==> src/logic/pcio_pkg.sv <==
// Constants, register map and carrier types for the PID_ACTIVE_FLAG control I/O block
//
// How it works
// Selection zero or enable input off means plain drive, no PID_ACTIVE_FLAG.
// Input terminal function code 14 maps the PID_ACTIVE_FLAG enable onto that terminal.
// With no terminal carrying the enable, a valid selection alone enables PID_ACTIVE_FLAG.
// Network-written terminal bits act like the pin for the PID_ACTIVE_FLAG enable.
// Selection 20/21 with set point 9999 takes terminal 2, 5V or 10V scale.
// Selection 20/21 with set point 0..100% uses the panel-entered value.
// Selection 20/21 measures terminal 4; type 0=4-20mA, 1=0-5V, 2=0-10V.
// Selection 50/51 takes the deviation straight from the fieldbus.
// Selection 60/61 takes set point and process value from the fieldbus.
// Upper flag when process value exceeds limit; codes 15/115; not 9999.
// Lower flag when process value below limit; codes 14/114; not 9999.
// Direction flag high while forward, low for reverse or stop; 16/116.
// PID_ACTIVE_FLAG-active flag high while PID_ACTIVE_FLAG runs; output codes 47/147.
// Output codes of 100 or more drive the terminal inverted.
// Switchover frequency 0..400Hz: start without PID_ACTIVE_FLAG, enter it on reaching.
// Once switched into PID_ACTIVE_FLAG, stay there even if frequency drops again.
// Monitor codes 52/53/54 give set point, measured, deviation in 0.1%.
// Deviation monitor shows 1000 at 0%; not allowed on analog monitor.
// Operator calibrates inputs only while stopped in panel mode.
// Only selections 20, 21, 50, 51, 60 and 61 enable PID_ACTIVE_FLAG.
// Reverse action raises frequency on positive deviation; forward opposite.
// Limits and flags refresh every update tick and clear when not true.
package pcio_pkg;

  // Register byte offsets
  localparam logic [7:0] ADDR_ACTION = 8'h00;
  localparam logic [7:0] ADDR_SET_POINT = 8'h04;
  localparam logic [7:0] ADDR_UPPER = 8'h08;
  localparam logic [7:0] ADDR_LOWER = 8'h0C;
  localparam logic [7:0] ADDR_SWITCH = 8'h10;
  localparam logic [7:0] ADDR_INPUT_CFG = 8'h14;
  localparam logic [7:0] ADDR_IN_FUNC = 8'h18;
  localparam logic [7:0] ADDR_OUT_FUNC = 8'h1C;
  localparam logic [7:0] ADDR_NET_BITS = 8'h20;
  localparam logic [7:0] ADDR_MON_SEL = 8'h24;
  localparam logic [7:0] ADDR_STATUS = 8'h28;
  localparam logic [7:0] ADDR_MONITOR = 8'h2C;

  // Reset values
  localparam logic [7:0] RST_ACTION = 8'h00;
  localparam logic [13:0] NO_FUNC = 14'h270F;
  localparam logic [1:0] RST_INPUT_TYPE = 2'h0;
  localparam logic RST_ANALOG_5V = 1'h1;

  // Field positions in INPUT_CFG
  localparam int POS_INPUT_TYPE = 0;
  localparam int POS_ANALOG_5V = 4;

  // Action selection codes
  localparam logic [7:0] SEL_OFF = 8'h00;
  localparam logic [7:0] SEL_AN_REV = 8'h14;
  localparam logic [7:0] SEL_AN_FWD = 8'h15;
  localparam logic [7:0] SEL_DEV_REV = 8'h32;
  localparam logic [7:0] SEL_DEV_FWD = 8'h33;
  localparam logic [7:0] SEL_BUS_REV = 8'h3C;
  localparam logic [7:0] SEL_BUS_FWD = 8'h3D;

  // Terminal function codes
  localparam logic [7:0] FN_PID_ENABLE = 8'h0E;
  localparam logic [7:0] FN_LOWER = 8'h0E;
  localparam logic [7:0] FN_UPPER = 8'h0F;
  localparam logic [7:0] FN_DIRECTION = 8'h10;
  localparam logic [7:0] FN_PID_ACTIVE = 8'h2F;
  localparam logic [7:0] FN_NEG_BASE = 8'h64;

  // Monitor codes and scaling
  localparam logic [7:0] MON_SET_POINT = 8'h34;
  localparam logic [7:0] MON_MEASURED = 8'h35;
  localparam logic [7:0] MON_DEVIATION = 8'h36;
  localparam logic [9:0] PCT_FULL = 10'h3E8;
  localparam logic [9:0] DEV_ZERO = 10'h3E8;
  localparam logic [9:0] MA4_CODE = 10'h0C8;
  localparam logic [13:0] SW_FREQ_MAX = 14'h0FA0;

  // Input scaling modes
  localparam logic [1:0] MODE_4_20MA = 2'h0;
  localparam logic [1:0] MODE_0_5V = 2'h1;
  localparam logic [1:0] MODE_0_10V = 2'h2;

  // Control update period
  localparam int CLK_PERIOD_NS = 5;
  localparam int UPDATE_NS = 10000;
  localparam int UPDATE_CYCLES = UPDATE_NS / CLK_PERIOD_NS;

  typedef enum logic [1:0] {
    SW_STOP = 2'b00,
    SW_DIRECT = 2'b01,
    SW_PID = 2'b10
  } pcio_sw_t;

  typedef struct packed {
    logic [9:0] set_point;
    logic [9:0] process;
    logic signed [11:0] deviation;
  } pcio_fieldbus_t;

  typedef struct packed {
    logic pid_active_flag;
    logic upper_limit_flag;
    logic lower_limit_flag;
    logic rotation_direction_flag;
  } pcio_flags_t;

endpackage

==> src/logic/pcio_top.sv <==
// APB slave with PID_ACTIVE_FLAG selection, input routing, flags and monitors
//
// Our own choices: the register addresses and the APB interface to the registers.
`timescale 1ns/100ps
`default_nettype none
module pcio_top (
  input wire logic pclk,
  input wire logic presetn,
  input wire logic psel,
  input wire logic penable,
  input wire logic pwrite,
  input wire logic [7:0] paddr,
  input wire logic [31:0] pwdata,
  output logic [31:0] prdata,
  output logic pready,
  output logic pslverr,
  input wire logic [3:0] in_term_pin,
  input wire logic run_command,
  input wire logic dir_forward,
  input wire logic [13:0] out_freq,
  input wire logic [9:0] term2_code,
  input wire logic [9:0] term4_code,
  input wire pcio_pkg::pcio_fieldbus_t fieldbus,
  output pcio_pkg::pcio_flags_t flags,
  output logic [2:0] out_term,
  output logic [9:0] set_point_out,
  output logic [9:0] process_out,
  output logic signed [11:0] pid_error,
  output logic [10:0] display_monitor,
  output logic [9:0] analog_monitor_output
);

  function automatic logic [9:0] pcio_scale(input logic [9:0] code,
                                            input logic [1:0] mode);
    logic [12:0] t;
    t = 13'h0000;
    case (mode)
      pcio_pkg::MODE_4_20MA: begin
        if (code >= pcio_pkg::MA4_CODE) begin
          t = 13'(((13'(code) - 13'(pcio_pkg::MA4_CODE)) * 13'h0005) >> 2);
        end
      end
      pcio_pkg::MODE_0_5V: t = {2'b00, code, 1'b0};
      default: t = {3'b000, code};
    endcase
    return (t > 13'(pcio_pkg::PCT_FULL)) ? pcio_pkg::PCT_FULL : t[9:0];
  endfunction

  function automatic logic pcio_out_level(input logic [7:0] code,
                                          input pcio_pkg::pcio_flags_t f);
    logic inv;
    logic [7:0] base;
    logic sig;
    inv = (code >= pcio_pkg::FN_NEG_BASE);
    base = inv ? 8'(code - pcio_pkg::FN_NEG_BASE) : code;
    case (base)
      pcio_pkg::FN_LOWER: sig = f.lower_limit_flag;
      pcio_pkg::FN_UPPER: sig = f.upper_limit_flag;
      pcio_pkg::FN_DIRECTION: sig = f.rotation_direction_flag;
      pcio_pkg::FN_PID_ACTIVE: sig = f.pid_active_flag;
      default: sig = 1'b0;
    endcase
    return sig ^ inv;
  endfunction

  // Software registers
  logic [7:0] pid_action_selection;
  logic [13:0] set_point_setting;
  logic [13:0] upper_limit_setting;
  logic [13:0] lower_limit_setting;
  logic [13:0] switchover_frequency;
  logic [1:0] measured_input_type;
  logic analog_input_selection;
  logic [31:0] input_terminal_functions;
  logic [23:0] output_terminal_functions;
  logic [3:0] net_bits;
  logic [7:0] display_monitor_selection;
  logic [7:0] analog_monitor_selection;

  // Pin synchroniser and state
  logic [3:0] in_meta;
  logic [3:0] in_sync;
  logic [10:0] tick_cnt;
  logic tick;
  pcio_pkg::pcio_sw_t sw_state;
  pcio_pkg::pcio_sw_t next_sw_state;

  // APB decode: one wait state, so prdata and pready both come from flops
  wire apb_access = psel & penable;
  wire apb_done = apb_access & pready;
  wire apb_wr = apb_done & pwrite & ~pslverr;
  logic [31:0] rd_data;
  logic addr_hit;
  pcio_pkg::pcio_flags_t next_flags;

  always_comb begin
    rd_data = 32'h0000_0000;
    addr_hit = 1'b1;
    case (paddr)
      pcio_pkg::ADDR_ACTION: rd_data = {24'h000000, pid_action_selection};
      pcio_pkg::ADDR_SET_POINT: rd_data = {18'h00000, set_point_setting};
      pcio_pkg::ADDR_UPPER: rd_data = {18'h00000, upper_limit_setting};
      pcio_pkg::ADDR_LOWER: rd_data = {18'h00000, lower_limit_setting};
      pcio_pkg::ADDR_SWITCH: rd_data = {18'h00000, switchover_frequency};
      pcio_pkg::ADDR_INPUT_CFG: begin
        rd_data[pcio_pkg::POS_INPUT_TYPE +: 2] = measured_input_type;
        rd_data[pcio_pkg::POS_ANALOG_5V] = analog_input_selection;
      end
      pcio_pkg::ADDR_IN_FUNC: rd_data = input_terminal_functions;
      pcio_pkg::ADDR_OUT_FUNC: rd_data = {8'h00, output_terminal_functions};
      pcio_pkg::ADDR_NET_BITS: rd_data = {28'h0000000, net_bits};
      pcio_pkg::ADDR_MON_SEL:
        rd_data = {16'h0000, analog_monitor_selection,
                   display_monitor_selection};
      pcio_pkg::ADDR_STATUS:
        rd_data = {20'h00000, 2'(sw_state), 2'b00, 4'(in_sync), 4'(flags)};
      pcio_pkg::ADDR_MONITOR:
        rd_data = {5'h00, display_monitor, 6'h00, analog_monitor_output};
      default: addr_hit = 1'b0;
    endcase
  end

  always_ff @(posedge pclk or negedge presetn) begin
    if (!presetn) begin
      pready <= 1'b0;
      pslverr <= 1'b0;
      prdata <= 32'h0000_0000;
    end else begin
      pready <= apb_access & ~pready;
      if (apb_access & ~pready) begin
        prdata <= pwrite ? 32'h0000_0000 : rd_data;
        pslverr <= ~addr_hit;
      end
    end
  end

  always_ff @(posedge pclk or negedge presetn) begin
    if (!presetn) begin
      pid_action_selection <= pcio_pkg::RST_ACTION;
      set_point_setting <= pcio_pkg::NO_FUNC;
      upper_limit_setting <= pcio_pkg::NO_FUNC;
      lower_limit_setting <= pcio_pkg::NO_FUNC;
      switchover_frequency <= pcio_pkg::NO_FUNC;
      measured_input_type <= pcio_pkg::RST_INPUT_TYPE;
      analog_input_selection <= pcio_pkg::RST_ANALOG_5V;
      input_terminal_functions <= 32'h0000_0000;
      output_terminal_functions <= 24'h000000;
      net_bits <= 4'h0;
      display_monitor_selection <= 8'h00;
      analog_monitor_selection <= 8'h00;
    end else if (apb_wr) begin
      case (paddr)
        pcio_pkg::ADDR_ACTION: pid_action_selection <= pwdata[7:0];
        pcio_pkg::ADDR_SET_POINT: set_point_setting <= pwdata[13:0];
        pcio_pkg::ADDR_UPPER: upper_limit_setting <= pwdata[13:0];
        pcio_pkg::ADDR_LOWER: lower_limit_setting <= pwdata[13:0];
        pcio_pkg::ADDR_SWITCH: switchover_frequency <= pwdata[13:0];
        pcio_pkg::ADDR_INPUT_CFG: begin
          measured_input_type <= pwdata[pcio_pkg::POS_INPUT_TYPE +: 2];
          analog_input_selection <= pwdata[pcio_pkg::POS_ANALOG_5V];
        end
        pcio_pkg::ADDR_IN_FUNC: input_terminal_functions <= pwdata;
        pcio_pkg::ADDR_OUT_FUNC: output_terminal_functions <= pwdata[23:0];
        pcio_pkg::ADDR_NET_BITS: net_bits <= pwdata[3:0];
        pcio_pkg::ADDR_MON_SEL: begin
          display_monitor_selection <= pwdata[7:0];
          // Deviation has no analog full scale, so that code is refused
          if (pwdata[15:8] != pcio_pkg::MON_DEVIATION) begin
            analog_monitor_selection <= pwdata[15:8];
          end
        end
        default: ;
      endcase
    end
  end

  // Terminal pins are asynchronous to pclk
  always_ff @(posedge pclk or negedge presetn) begin
    if (!presetn) begin
      in_meta <= 4'h0;
      in_sync <= 4'h0;
    end else begin
      in_meta <= in_term_pin;
      in_sync <= in_meta;
    end
  end

  // Control update tick
  always_ff @(posedge pclk or negedge presetn) begin
    if (!presetn) begin
      tick_cnt <= 11'h000;
      tick <= 1'b0;
    end else begin
      tick <= (tick_cnt == 11'(pcio_pkg::UPDATE_CYCLES - 1));
      if (tick_cnt == 11'(pcio_pkg::UPDATE_CYCLES - 1)) begin
        tick_cnt <= 11'h000;
      end else begin
        tick_cnt <= tick_cnt + 11'h001;
      end
    end
  end

  // Selection decode
  wire sel_analog = (pid_action_selection == pcio_pkg::SEL_AN_REV) |
                    (pid_action_selection == pcio_pkg::SEL_AN_FWD);
  wire sel_devbus = (pid_action_selection == pcio_pkg::SEL_DEV_REV) |
                    (pid_action_selection == pcio_pkg::SEL_DEV_FWD);
  wire sel_bus = (pid_action_selection == pcio_pkg::SEL_BUS_REV) |
                 (pid_action_selection == pcio_pkg::SEL_BUS_FWD);
  wire sel_pid = sel_analog | sel_devbus | sel_bus;
  wire sel_limits = sel_analog | sel_bus;
  wire reverse_action = ~pid_action_selection[0];

  // PID_ACTIVE_FLAG enable input: pin level or network-written bit of the same terminal
  logic [3:0] enable_map;
  for (genvar i = 0; i < 4; i++) begin : g_en
    assign enable_map[i] =
      (input_terminal_functions[8*i +: 8] == pcio_pkg::FN_PID_ENABLE);
  end
  wire enable_assigned = |enable_map;
  wire enable_level = |(enable_map & (in_sync | net_bits));
  // Without an enable terminal the selection alone decides
  wire pid_request = sel_pid & (~enable_assigned | enable_level);

  // Automatic switchover; 9999 or anything above 400Hz turns it off
  wire sw_enabled = (switchover_frequency <= pcio_pkg::SW_FREQ_MAX);
  wire freq_reached = (out_freq >= switchover_frequency);

  always_comb begin
    next_sw_state = sw_state;
    unique case (sw_state)
      pcio_pkg::SW_STOP:
        if (run_command) next_sw_state = pcio_pkg::SW_DIRECT;
      pcio_pkg::SW_DIRECT:
        if (!run_command) begin
          next_sw_state = pcio_pkg::SW_STOP;
        end else if (freq_reached) begin
          next_sw_state = pcio_pkg::SW_PID;
        end
      // A later drop in frequency does not leave PID_ACTIVE_FLAG, only a stop does
      pcio_pkg::SW_PID:
        if (!run_command) next_sw_state = pcio_pkg::SW_STOP;
      default: next_sw_state = pcio_pkg::SW_STOP;
    endcase
  end

  always_ff @(posedge pclk or negedge presetn) begin
    if (!presetn) begin
      sw_state <= pcio_pkg::SW_STOP;
    end else begin
      sw_state <= next_sw_state;
    end
  end

  wire pid_run = pid_request &
                 (~sw_enabled | (sw_state == pcio_pkg::SW_PID));

  // Input routing
  wire [9:0] t2_pct = pcio_scale(term2_code, analog_input_selection ?
                                 pcio_pkg::MODE_0_5V : pcio_pkg::MODE_0_10V);
  wire [9:0] t4_pct = pcio_scale(term4_code, measured_input_type);
  wire [9:0] sp_panel = (set_point_setting > 14'(pcio_pkg::PCT_FULL)) ?
                        pcio_pkg::PCT_FULL : set_point_setting[9:0];
  wire [9:0] sp_local = (set_point_setting == pcio_pkg::NO_FUNC) ?
                        t2_pct : sp_panel;
  wire [9:0] sp_sel = sel_bus ? fieldbus.set_point :
                      (sel_analog ? sp_local : 10'h000);
  wire [9:0] pv_sel = sel_bus ? fieldbus.process :
                      (sel_analog ? t4_pct : 10'h000);
  wire signed [11:0] dev_calc = $signed({2'b00, sp_sel}) -
                                $signed({2'b00, pv_sel});
  wire signed [11:0] dev_sel = sel_devbus ? fieldbus.deviation :
                               dev_calc;
  // Error sign chosen so that a positive value always raises frequency
  wire signed [11:0] err_drive = reverse_action ? dev_sel :
                                 12'(-dev_sel);

  // Limit checks
  wire upper_hit = sel_limits & (upper_limit_setting != pcio_pkg::NO_FUNC) &
                   ({4'h0, pv_sel} > upper_limit_setting);
  wire lower_hit = sel_limits & (lower_limit_setting != pcio_pkg::NO_FUNC) &
                   ({4'h0, pv_sel} < lower_limit_setting);

  assign next_flags.pid_active_flag = pid_run;
  assign next_flags.upper_limit_flag = upper_hit;
  assign next_flags.lower_limit_flag = lower_hit;
  assign next_flags.rotation_direction_flag =
    run_command & dir_forward;

  logic [2:0] term_level;
  for (genvar j = 0; j < 3; j++) begin : g_out
    assign term_level[j] =
      pcio_out_level(output_terminal_functions[8*j +: 8], next_flags);
  end

  // Monitors
  wire [11:0] dev_shift = 12'(dev_sel + $signed({2'b00, pcio_pkg::DEV_ZERO}));
  logic [10:0] disp_next;
  logic [9:0] am_next;
  always_comb begin
    case (display_monitor_selection)
      pcio_pkg::MON_SET_POINT: disp_next = {1'b0, sp_sel};
      pcio_pkg::MON_MEASURED: disp_next = {1'b0, pv_sel};
      pcio_pkg::MON_DEVIATION: disp_next = dev_shift[10:0];
      default: disp_next = 11'h000;
    endcase
    case (analog_monitor_selection)
      pcio_pkg::MON_SET_POINT: am_next = sp_sel;
      pcio_pkg::MON_MEASURED: am_next = pv_sel;
      default: am_next = 10'h000;
    endcase
  end

  // Every output except the APB ones refreshes together on the update tick
  always_ff @(posedge pclk or negedge presetn) begin
    if (!presetn) begin
      flags <= '0;
      out_term <= 3'h0;
      set_point_out <= 10'h000;
      process_out <= 10'h000;
      pid_error <= 12'sh000;
      display_monitor <= 11'h000;
      analog_monitor_output <= 10'h000;
    end else if (tick) begin
      flags <= next_flags;
      out_term <= term_level;
      set_point_out <= sp_sel;
      process_out <= pv_sel;
      pid_error <= pid_run ? err_drive : 12'sh000;
      display_monitor <= disp_next;
      analog_monitor_output <= am_next;
    end
  end

  property p_sel_zero;
    @(posedge pclk) disable iff (!presetn)
    (pid_action_selection == pcio_pkg::SEL_OFF) |-> !pid_run;
  endproperty
  a_sel_zero: assert property (p_sel_zero)
    else $error("PID_ACTIVE_FLAG runs with selection zero");
  property p_enable_off;
    @(posedge pclk) disable iff (!presetn)
    (enable_assigned && !enable_level) |-> !pid_run;
  endproperty
  a_enable_off: assert property (p_enable_off)
    else $error("PID_ACTIVE_FLAG runs with enable input off");
  property p_no_enable_input;
    @(posedge pclk) disable iff (!presetn)
    (sel_pid && !enable_assigned && !sw_enabled) |-> pid_run;
  endproperty
  a_no_enable_input: assert property (p_no_enable_input)
    else $error("Valid selection without enable terminal did not run PID_ACTIVE_FLAG");
  property p_net_bit;
    @(posedge pclk) disable iff (!presetn)
    (enable_map[0] && net_bits[0] && sel_pid && !sw_enabled) |-> pid_run;
  endproperty
  a_net_bit: assert property (p_net_bit)
    else $error("Network enable bit ignored");
  property p_sw_wait;
    @(posedge pclk) disable iff (!presetn)
    (sw_state == pcio_pkg::SW_DIRECT && !freq_reached)
      |=> (sw_state != pcio_pkg::SW_PID);
  endproperty
  a_sw_wait: assert property (p_sw_wait)
    else $error("Switched to PID_ACTIVE_FLAG before frequency reached");
  property p_sw_hold;
    @(posedge pclk) disable iff (!presetn)
    (sw_state == pcio_pkg::SW_PID && run_command) |=>
      (sw_state == pcio_pkg::SW_PID);
  endproperty
  a_sw_hold: assert property (p_sw_hold)
    else $error("Left PID_ACTIVE_FLAG while still running");
  property p_upper_flag;
    @(posedge pclk) disable iff (!presetn)
    (tick && upper_hit) |=> flags.upper_limit_flag [*2];
  endproperty
  a_upper_flag: assert property (p_upper_flag)
    else $error("Upper limit flag missing");
  property p_lower_clear;
    @(posedge pclk) disable iff (!presetn)
    (tick && !lower_hit) |=> !flags.lower_limit_flag;
  endproperty
  a_lower_clear: assert property (p_lower_clear)
    else $error("Lower limit flag did not clear");
  property p_out_invert;
    @(posedge pclk) disable iff (!presetn)
    (tick && output_terminal_functions[7:0] ==
      8'(pcio_pkg::FN_UPPER + pcio_pkg::FN_NEG_BASE))
      |=> (out_term[0] == !flags.upper_limit_flag);
  endproperty
  a_out_invert: assert property (p_out_invert)
    else $error("Negative logic output not inverted");
  property p_dev_zero;
    @(posedge pclk) disable iff (!presetn)
    (tick && display_monitor_selection == pcio_pkg::MON_DEVIATION &&
      dev_sel == 12'sh000) |=> (display_monitor == 11'(pcio_pkg::DEV_ZERO));
  endproperty
  a_dev_zero: assert property (p_dev_zero)
    else $error("Deviation monitor not offset");

endmodule // pcio_top
`default_nettype wire

==> config.mk <==
export PLATFORM = sky130hd
export DESIGN_NAME = pcio_top
export DESIGN_NICKNAME = d
export VERILOG_FILES = /design/src/logic/pcio_pkg.sv /design/src/logic/pcio_top.sv
export SDC_FILE = /design/constraint.sdc
export NUM_CORES = 1
export LEC_CHECK = 0
export ABC_AREA = 1
export BUFFER_PORTS_ARGS = -buffer_cell sky130_fd_sc_hd__buf_2
export CORE_MARGIN = 2
export CORE_UTILIZATION = 40
export CTS_CLUSTER_SIZE = 16
export DETAILED_ROUTE_END_ITERATION = 7
export PLACE_DENSITY_LB_ADDON = 0.1
export SLEW_MARGIN = 20
export SYNTH_ARGS = -nofsm -noshare
export SYNTH_HDL_FRONTEND = slang
export SYNTH_SLANG_ARGS = --single-unit
==> constraint.sdc <==
create_clock -name pclk -period 4.9 [get_ports pclk]
set_input_delay 0.49 -clock pclk [delete_from_list [all_inputs] [get_ports pclk]]
set_output_delay 0.49 -clock pclk [all_outputs]
set_load 0.02 [all_outputs]
==> results.tsv, run 1 <==
metric	value	unit
outcome	completed	
cp_slowest_stage_delay	0.31	ns
yosys_register_bits	259	
power	4906	uW
cts_root_buf	clkbuf_16	
first_pass_iters	6	
cts_max_path_buffers	3	
initial_core_util	40.57	%
io_buffers	210	
nets	2483	
drtIter0Drc	1086	
yosys.area_share.simple	21.46	%
r2r-start	analog_input_selection$_DFFE_PN1P_	
wirelength	56.34	mm
drv_cap	0	
clock_latency	0.58	ns
reg2reg_to	display_monitor[10]$_DFFE_PN0P_	
muxShareOfSynthArea	0.3529	%
grtUsageTotal	28.22	%
hold_depth	1	
fin_hold_ws	0.01760	ns
cp_max_fo	5	
clkSlewWorstSetupHoldPaths	0.06	ns
ioPinCount	211	
cts_tree	yes	
syn_area_per_cell	7.695	um^2
rsz0062_at_grt	yes	
criticalPathCategory	primary input to flop	
crit_path_start_kind	primary input	
cts_sinks	259	
worst_pin_slew	1.120	ns
synth_xor_area_share	1.666	%
synth_compound_area_share	18.93	%
timing.fmax	0.2154	GHz
synthFlopType	dfrtp_1	
relSlewSlack	25.15	%
finalClockSkew	0.01285	ns
holdCritPathClass	primary input to flop	
dieArea	39690	um^2
cp_top_family	compound AO/OA/AOI/OAI gates	
insertedDiodeCount	0	
ir_drop	272.0	uV
worstRegToRegCells	26	
antenna_left	0	
globalplace.congestion	0.9728	
holdCritStartpoint	in_term_pin[0]	
rows	71	
hold_path_end	in_meta[0]$_DFF_PN0_	
route.vias.total	15042	
setup_violations	0	
pwr_density_cell	257.7	nW/um^2
pre_cts_ws	-0.4785	ns
endpoint_kind	flop	
leakagePower	0.009156	uW
synthToLayoutAreaGrowth	24.91	%
drive_gt1_share	22.74	%
drc_errors	0	
synth_cell_types	60	
drv_slew	0	
cp.arrival	5.11	ns
place_area	17670	um^2
synth-edff-count	0	
cts_inserted_buffers	30	
layout_commonest_cell	nand2_1	
synth_top_family_by_area	simple AND/OR/NAND/NOR gates	
synth_area	15240	um^2
die-width	199.2	um
grt_pass1_wl	84.39	mm
yosys_warnings	0	
rrSetupSlack	0.38	ns
die_h	199.2	um
final_cell_mix	nand2_1, inv_1, o21ai_0	
path_buf_inv	7	
fin_area	19040	um^2
grt_max_degree	97	
core_area	37580	um^2
cp.required	5.36	ns
synthesis.nets	2171	
vias_per_cell	5.319	
fin_util	50.67	%
fin_crit_sh	94.73	%
period_minus_slack	4.642	ns
h-tree-depth	1	
cp_slowest_cell	ha_1	
grt_overflow	0	
synth_cells	1981	
synth_fa_ha_area_share	6.090	%
setup_slack	0.2583	ns
grt_pass1_vias	14227	
antenna_found_initial	0	
async_reset_ff_share	100.0	%
crit_top_cell	nand2_1	
finalHoldViolations	0	
routedWlPerCell	19.92	um
yosysSeqAreaShare	42.79	%
hpwl	43.40	mm
## worst register-to-register path: cells and delay by family (launching register included)
| family | cells | cell delay, ns |
|---|---|---|
| flip-flops | 1 | 0.72 |
| adder cells (fa/ha/maj) | 1 | 0.45 |
| buffers and inverters | 5 | 0.78 |
| AO/OA/AOI/OAI | 8 | 1.16 |
| AND/OR/NAND/NOR | 12 | 1.28 |
## metal layers
layer | GRT usage (%) | up-vias | part of all wire, %
met1 | 40.69 | 7173 | 46
li1 | - | 7268 | -
met4 | 7.546 | 0 | 2.6
met5 | 0 | - | 0
met2 | 44.90 | 516 | 46
met3 | 3.257 | 85 | 6.2
## worst max path at each step
stage / startpoint / endpoint / slack [ns] / depth (start not counted)
after global placement: term4_code[4] / out_term[1]$_DFFE_PN0P_ / -0.46 / 32
after detailed placement: term4_code[4] / display_monitor[5]$_DFFE_PN0P_ / -0.48 / 40
after CTS: term4_code[4] / display_monitor[6]$_DFFE_PN0P_ / 0.08 / 38
final: term4_code[4] / pid_error[7]$_DFFE_PN0P_ / 0.26 / 34
after global routing: term4_code[4] / pid_error[10]$_DFFE_PN0P_ / -0.17 / 46
after floorplan: term4_code[3] / display_monitor[10]$_DFFE_PN0P_ / 0.01 / 41
## cells in the mapped netlist, types with 5 or more instances
cell type,number,area (um^2)
a21oi_1,89,445.4
a221oi_1,28,245.2
a22o_1,15,131.4
a31oi_1,10,62.56
a32o_1,5,50.05
clkbuf_1,48,180.2
dfrtp_1,226,5655
dfstp_2,33,867.1
ha_1,71,888.4
inv_1,280,1051
inv_2,7,26.28
nand2_1,466,1749
nand3_1,76,380.4
nand3b_1,6,45.04
nand4_1,24,150.1
nor2_1,134,503.0
nor3_1,24,120.1
nor4_1,21,131.4
o211ai_1,7,52.55
o21ai_0,239,1196
o21ai_1,17,85.08
o21ai_2,8,70.07
o22ai_1,41,256.5
or2_2,9,56.30
xor2_1,26,227.7
## cell type report
| type | instances | area [um^2] |
|---|---|---|
| Clock buffer | 43 | 880.8 |
| Clock inverter | 13 | 98.84 |
| Fill cell | 3831 | 18540 |
| Inverter | 292 | 1105 |
| Multi-Input combinational cell | 1375 | 7751 |
| Sequential cell | 259 | 6523 |
| Tap cell | 511 | 639.4 |
| Timing Repair Buffer | 335 | 2044 |
## timing repair
item,in CTS,in global routing
setup buffers,0,5
hold endpoints to repair,25,0
resized for setup,0,75
hold buffers,1,0
endpoints found under the setup margin,0,22
## cell families (layout without fill, tap and decap cells)
group	count (synthesis)	after routing
DFF	259	259
AOI/OAI and AO/OA	492	492
adders and majority gates	73	73
buffers and inverters	347	683
muxes	5	5
xor gates and xnor gates	29	29
and+or+nand+nor	776	776
## metrics by stage
step / cells / TNS, ns
after floorplan: 1981 / 0
after CTS: 2823 / 0
final: 2828 / 0
after global routing: 2828 / -1.046
after detailed placement: 2766 / -8.232
after global placement: 2766 / -7.235
## sequential cells by signal (all words and copies together), names as in the netlist, 8 cells and up
name                       count
analog_monitor_selection       8
display_monitor_selection      8
upper_limit_setting           14
set_point_out                 10
set_point_setting             14
process_out                   10
display_monitor               11
input_terminal_functions      32
lower_limit_setting           14
tick_cnt                      11
prdata                        32
output_terminal_functions     24
switchover_frequency          14
pid_action_selection           8
pid_error                     12
analog_monitor_output         10
## power breakdown
| group | total (uW) | internal, uW | switching, uW | leakage (uW) |
|---|---|---|---|---|
| Sequential | 2160 | 2150 | 7.83 | 0.00319 |
| Clock | 2240 | 1300 | 940 | 0.000486 |
| Combinational | 513 | 215 | 299 | 0.00548 |
| Total | 4910 | 3660 | 1250 | 0.00916 |
Note: power is estimated with default switching activity, not from simulation.
==> run 2: changes to the inputs <==
--- a/config.mk
+++ b/config.mk
@@ -7,8 +7,8 @@
 export LEC_CHECK = 0
 export ABC_AREA = 1
 export BUFFER_PORTS_ARGS = -buffer_cell sky130_fd_sc_hd__buf_2
-export CORE_MARGIN = 2
-export CORE_UTILIZATION = 40
+export CORE_MARGIN = 3
+export CORE_UTILIZATION = 59
 export CTS_CLUSTER_SIZE = 16
 export DETAILED_ROUTE_END_ITERATION = 7
 export PLACE_DENSITY_LB_ADDON = 0.1
==> results.tsv, run 2 (synthesis gave the netlist of run 1 again) <==
metric	value	unit	change
outcome	finished, violations left		was completed
violations	negative hold slack, negative setup slack		
regArea	6523	um^2	unchanged
cts_sinks	259		unchanged
nets	2480		was 2,483
core_area	25250	um^2	was 37,580 um^2
power	4904	uW	was 4906 uW
antenna_left	0		unchanged
route.vias.total	15754		was 15.04k
crit_top_cell	nand2_1		unchanged
layout_commonest_cell	nand2_1		unchanged
combPwrFrac	10.1	%	was 10.5%
h-tree-depth	1		unchanged
insertedDiodeCount	0		unchanged
io_buffers	210		unchanged
startpoint	term4_code[3]		was term4_code[4]
vias_per_cell	5.963		was 5.319
postCtsHoldBufs	0		was 1
globalplace.congestion	1.010		was 0.9728
ir_drop	312.9	uV	was 272.0 uV
clkPwrFrac	45.9	%	was 45.6%
rrSetupSlack	0.25	ns	was 0.38 ns
antenna_found_initial	0		unchanged
worstRegToRegCells	30		was 26
cts_inserted_buffers	28		was 30
initial_core_util	60.36	%	was 40.57%
rsz0062_at_grt	yes		unchanged
setup_slack	-0.02421	ns	was 0.2583 ns
fin_hold_ws	-0.02926	ns	was 0.01760 ns
use_met2	60.69	%	was 44.90%
criticalPathCategory	primary input to flop		unchanged
reg2reg_to	display_monitor[8]$_DFFE_PN0P_		was display_monitor[10]$_DFFE_PN0P_
pre_cts_ws	-0.5707	ns	was -0.4785 ns
cp_slowest_cell	ha_1		unchanged
timing.fmax	0.2031	GHz	was 0.2154 GHz
routedWlPerCell	20.15	um	was 19.92 um
cts_tree	yes		unchanged
ioPinCount	211		unchanged
met3_usage	4.866	%	was 3.257%
setup_violations	1		was 0
die-width	166.7	um	was 199.2 um
cp_max_fo	5		unchanged
instances_no_fill	2642		was 2,828
placed_cells	2580		was 2,766
fin_area	18750	um^2	was 19,040 um^2
place_area	17400	um^2	was 17,670 um^2
dieArea	27800	um^2	was 39,690 um^2
drive_gt1_share	22.36	%	was 22.74%
rows	58		was 71
grt_pass1_wl	81.97	mm	was 84.39 mm
grt_max_degree	129		was 97
drc_errors	0		unchanged
relSlewSlack	23.47	%	was 25.15%
cp.required	5.37	ns	was 5.36 ns
crit_path_start_kind	primary input		unchanged
grt_overflow	0		unchanged
seq_power_share	44.0	%	about the same
fin_tns_setup	-0.02421	ns	was 0 ns
clock_latency	0.57	ns	was 0.58 ns
switching_share	24.47	%	was 25.40%
cp_slowest_stage_delay	0.32	ns	was 0.31 ns
synthToLayoutAreaGrowth	23.02	%	was 24.91%
drtIter0Drc	1779		was 1,086
r2r-start	measured_input_type[1]$_DFFE_PN0P_		was analog_input_selection$_DFFE_PN1P_
hpwl	39.65	mm	was 43.40 mm
finalClockSkew	0.02833	ns	was 0.01285 ns
final_cell_mix	nand2_1, inv_1, o21ai_0		unchanged
pwr_density_cell	261.5	nW/um^2	was 257.7 nW/um^2
holdCritPathClass	primary input to asynchronous set/reset pin		was primary input to flop
clkSlewWorstSetupHoldPaths	0.06	ns	about the same
busiest_layer	met2		unchanged
grt_pass1_vias	14882		was 14.23k
top_regs	input_terminal_functions x32, prdata x32, output_terminal_functions x24		unchanged
endpoint_kind	flop		unchanged
crit_end	display_monitor[8]$_DFFE_PN0P_		was pid_error[7]$_DFFE_PN0P_
finalHoldViolations	9		was 0
met1_usage	50.12	%	was 40.69%
period_minus_slack	4.924	ns	was 4.642 ns
fill_cells	2016		was 3,831
worst_pin_slew	1.119	ns	was 1.120 ns
cts_root_buf	clkbuf_16		unchanged
grtUsageTotal	36.96	%	was 28.22%
die_h	166.7	um	was 199.2 um
multi_input_area	7677	um^2	was 7751 um^2
cts_max_path_buffers	3		unchanged
fin_crit_sh	100.5	%	was 94.73%
leakagePower	0.009145	uW	was 0.009156 uW
drv_slew	0		unchanged
intPower	3704	uW	was 3660 uW
p_switching	1200	uW	was 1246 uW
first_pass_iters	7		was 6
drv_cap	0		unchanged
wirelength	53.24	mm	was 56.34 mm
cp.arrival	5.39	ns	was 5.11 ns
## run 2: changes by cell type in the layout (fill, tap and decap cells not counted), moves of 3 or more
cell and delta:
ha_4 -4, o21ai_1 -3, a21oi_2 +3, clkbuf_16 -3
nand3_2 -3, clkbuf_8 +3, clkinv_2 -4, a21oi_1 -3
ha_1 +4, nand3_1 +3
## run 2: timing repair
action                     CTS  global route
resized for setup            0            73
setup endpoints to repair    1            22
pin swaps                    1            40
buffers inserted             0            10
## run 2: power groups by stage
stage / logic, uW / registers, uW / clock network, uW
floorplan: 205 / 2190 / 0
global placement: 441 / 2190 / 0
detailed placement: 446 / 2190 / 0
CTS: 449 / 2160 / 2260
global route: 545 / 2160 / 2350
finish: 494 / 2160 / 2250
## run 2: worst min-delay path by stage
stage	startpoint	end	slack (ns)	cells after the start
finish	presetn	analog_monitor_output[5]$_DFFE_PN0P_	-0.03	1
detailed placement	in_meta[3]$_DFF_PN0_	in_sync[3]$_DFF_PN0_	0.33	0
global placement	in_meta[1]$_DFF_PN0_	in_sync[1]$_DFF_PN0_	0.33	0
global route	in_term_pin[0]	in_meta[0]$_DFF_PN0_	0.02	1
floorplan	presetn	analog_monitor_output[0]$_DFFE_PN0P_	0.19	0
CTS	presetn	pid_action_selection[1]$_DFFE_PN0P_	0.01	1
## run 2: layout make-up
class,count,share of cell area (%)
multi-input cells,1375,40.94
clock inverters,11,0.8406
inverters,292,5.911
clock buffers,41,4.477
flip-flops and latches,259,34.78
repair buffers,334,10.85
well taps,330,2.202
## run 2: metrics by stage
step	hold slack, ns	util, %
6_report	-0.02926	74.26
5_1_grt	0.01543	74.26
4_1_cts	0.01022	72.84
3_5_place_dp	0.3347	68.90
3_3_place_gp	0.3347	68.90
2_1_floorplan	0.1944	-
## run 2: critical path: cells and delay by family
family          cells  cell delay [ns]
compound gates     16             2.01
simple gates       16             1.53
fa+ha+maj           3             0.76
buf+inv             8             0.59
## run 2: per-layer routing
metal  part of all wire [%]  up-vias  routed length [um]
met5                      0        -                   0
met2                     46      878               24670
met1                     40     7469               21110
li1                       -     7245                   -
met3                    9.3      162                4933
met4                    4.7        0                2524
==> run 3: changes to the inputs <==
--- a/config.mk
+++ b/config.mk
@@ -6,11 +6,11 @@
 export NUM_CORES = 1
 export LEC_CHECK = 0
 export ABC_AREA = 1
-export BUFFER_PORTS_ARGS = -buffer_cell sky130_fd_sc_hd__buf_2
 export CORE_MARGIN = 3
-export CORE_UTILIZATION = 59
+export CORE_UTILIZATION = 60
 export CTS_CLUSTER_SIZE = 16
 export DETAILED_ROUTE_END_ITERATION = 7
+export DONT_BUFFER_PORTS = 1
 export PLACE_DENSITY_LB_ADDON = 0.1
 export SLEW_MARGIN = 20
 export SYNTH_ARGS = -nofsm -noshare
==> constraint.sdc (replaced) <==
create_clock -name pclk -period 5.8 [get_ports pclk]
set_input_delay 0.58 -clock pclk [delete_from_list [all_inputs] [get_ports pclk]]
set_output_delay 0.58 -clock pclk [all_outputs]
set_load 0.02 [all_outputs]
==> results.tsv, run 3 (synthesis gave the netlist of run 1 again) <==
metric	value	unit	change
clkSlewWorstSetupHoldPaths	0.07	ns	was 0.06 ns
core_area	24680	um^2	was 25,250 um^2
crit_top_cell	nand2_1		unchanged
worst_pin_slew	1.066	ns	was 1.119 ns
clock_latency	0.57	ns	about the same
instances_no_fill	2331		was 2,642
met3_length	5.295	mm	was 4.933 mm
vias_per_cell	6.127		was 5.963
cp.arrival	5.64	ns	was 5.39 ns
grt_pass1_vias	13460		was 14.88k
p_switching	935.3	uW	was 1200 uW
grtUsageTotal	36.59	%	was 36.96%
regArea	6523	um^2	unchanged
drt-met1-wl	20.35	mm	was 21.11 mm
top_regs	input_terminal_functions x32, prdata x32, output_terminal_functions x24		unchanged
grt_max_degree	260		was 129
nets	2176		was 2,480
ioPinCount	211		unchanged
hpwl	38.22	mm	was 39.65 mm
drtIter0Drc	1488		was 1,779
dieArea	27360	um^2	was 27,800 um^2
drv_cap	0		unchanged
relSlewSlack	27.09	%	was 23.47%
setup_violations	0		was 1
outcome	finished, violations left		unchanged
insertedDiodeCount	0		unchanged
ir_drop	334.0	uV	was 312.9 uV
io_buffers	0		was 210
fin_hold_ws	-0.2571	ns	was -0.02926 ns
globalplace.congestion	0.9556		was 1.010
fin_util	67.32	%	was 74.26%
rsz0062_at_grt	no		was yes
switching_share	24.10	%	was 24.47%
cts_tree	yes		unchanged
wirelength	50.79	mm	was 53.24 mm
fill_cells	2105		was 2,016
grt_pass1_wl	76.78	mm	was 81.97 mm
crit_path_start_kind	primary input		unchanged
drive_gt1_share	8.171	%	was 22.36%
clkPwrFrac	46.8	%	was 45.9%
reg2reg_to	display_monitor[5]$_DFFE_PN0P_		was display_monitor[8]$_DFFE_PN0P_
cp.required	6.29	ns	was 5.37 ns
fin_crit_sh	88.82	%	
finalClockSkew	0.02333	ns	was 0.02833 ns
synthToLayoutAreaGrowth	8.962	%	was 23.02%
initial_core_util	61.78	%	was 60.36%
period_minus_slack	5.151	ns	
finalHoldViolations	231		was 9
intPower	2945	uW	was 3704 uW
rows	57		was 58
cp_max_fo	5		unchanged
drc_errors	0		unchanged
cts_root_buf	clkbuf_16		unchanged
placed_cells	2280		was 2,580
seq_power_share	47.0	%	was 44.0%
cts_inserted_buffers	27		was 28
cts_sinks	259		unchanged
die_h	165.4	um	was 166.7 um
h-tree-depth	1		unchanged
leakagePower	0.007803	uW	was 0.009145 uW
fin_tns_setup	0	ns	was -0.02421 ns
timing.fmax	0.1941	GHz	
endpoint_kind	flop		unchanged
rrSetupSlack	1.05	ns	was 0.25 ns
r2r-start	analog_input_selection$_DFFE_PN1P_		was measured_input_type[1]$_DFFE_PN0P_
place_area	15660	um^2	was 17,400 um^2
combPwrFrac	6.2	%	was 10.1%
die-width	165.4	um	was 166.7 um
worstRegToRegCells	21		was 30
layout_commonest_cell	nand2_1		unchanged
route.vias.total	14282		was 15.75k
pwr_density_cell	233.6	nW/um^2	was 261.5 nW/um^2
multi_input_area	7431	um^2	was 7677 um^2
drv_slew	0		unchanged
grt_overflow	0		unchanged
highest_layer	met5		was met4
first_pass_iters	8		was 7
cp_slowest_cell	ha_1		unchanged
fin_area	16610	um^2	was 18,750 um^2
violations	negative hold slack		was negative hold slack, negative setup slack
final_cell_mix	nand2_1, inv_1, o21ai_0		unchanged
power	3880	uW	was 4904 uW
cp_slowest_stage_delay	0.35	ns	was 0.32 ns
antenna_left	0		unchanged
cts_max_path_buffers	3		unchanged
wl_met2	22.89	mm	was 24.67 mm
antenna_found_initial	1		was 0
routedWlPerCell	21.79	um	was 20.15 um
holdCritPathClass	primary input to asynchronous set/reset pin		unchanged
criticalPathCategory	primary input to flop		unchanged
==> run 3: cell count changes in the layout (fill, tap and decap cells not counted), sizes merged <==
| cell | before | now |
|---|---|---|
| clkbuf | 41 | 35 |
| buf | 334 | 31 |
| inv | 288 | 290 |
| clkinv | 11 | 13 |
==> run 3: layer usage <==
metal  GRT usage (%)  up-vias
met4           14.48        2
li1                -     6642
met2           57.66      715
met1           48.54     6776
met3           9.454      147
met5               0        -
==> run 3: worst max-delay path by stage <==
stage	slack (ns)	to	start	depth (start not counted)
6_report	0.65	pid_error[10]$_DFFE_PN0P_	term4_code[3]	43
3_3_place_gp	0.25	display_monitor[8]$_DFFE_PN0P_	term4_code[3]	41
4_1_cts	0.61	pid_error[10]$_DFFE_PN0P_	term4_code[3]	45
3_5_place_dp	0.1	pid_error[10]$_DFFE_PN0P_	term4_code[3]	45
5_1_grt	0.009	pid_error[10]$_DFFE_PN0P_	term4_code[3]	43
2_1_floorplan	0.59	display_monitor[5]$_DFFE_PN0P_	term4_code[3]	36
==> run 3: power groups by stage <==
stage	clock, uW	combinational [uW]	sequential, uW
after CTS	1820	237	1820
after floorplan	0	171	1850
final	1820	240	1820
after global routing	1890	271	1820
after detailed placement	0	236	1860
after global placement	0	234	1850
==> run 3: repair_timing <==
action / in CTS / in global routing
gates resized for setup: 0 / 6
setup endpoints to repair: 0 / 4
buffers inserted: 0 / 1
endpoints found under the hold margin: 259 / 249
==> run 3: final cells by class <==
class	count	area share [%]
inverters	292	6.613
clock inverters	15	1.055
clock buffers	35	4.489
multi-input cells	1375	44.73
flip-flops and latches	259	39.27
well taps	324	2.440
repair buffers	31	1.401
==> run 3: stage by stage <==
stage | hold slack, ns | setup slack [ns]
after floorplan | 0.2844 | 0.5892
after global placement | 0.3005 | 0.2460
after global routing | -0.2776 | 0.009233
after detailed placement | 0.2987 | 0.09773
after CTS | -0.2895 | 0.6084
final | -0.2571 | 0.6487
==> run 3: worst max-delay path, delay by kind of cell <==
kind | cells | cell delay (ns)
AND/OR/NAND/NOR | 19 | 1.69
AO/OA/AOI/OAI | 14 | 1.82
adder cells (fa/ha/maj) | 3 | 0.96
buffers and inverters | 6 | 0.43
XOR/XNOR | 1 | 0.16
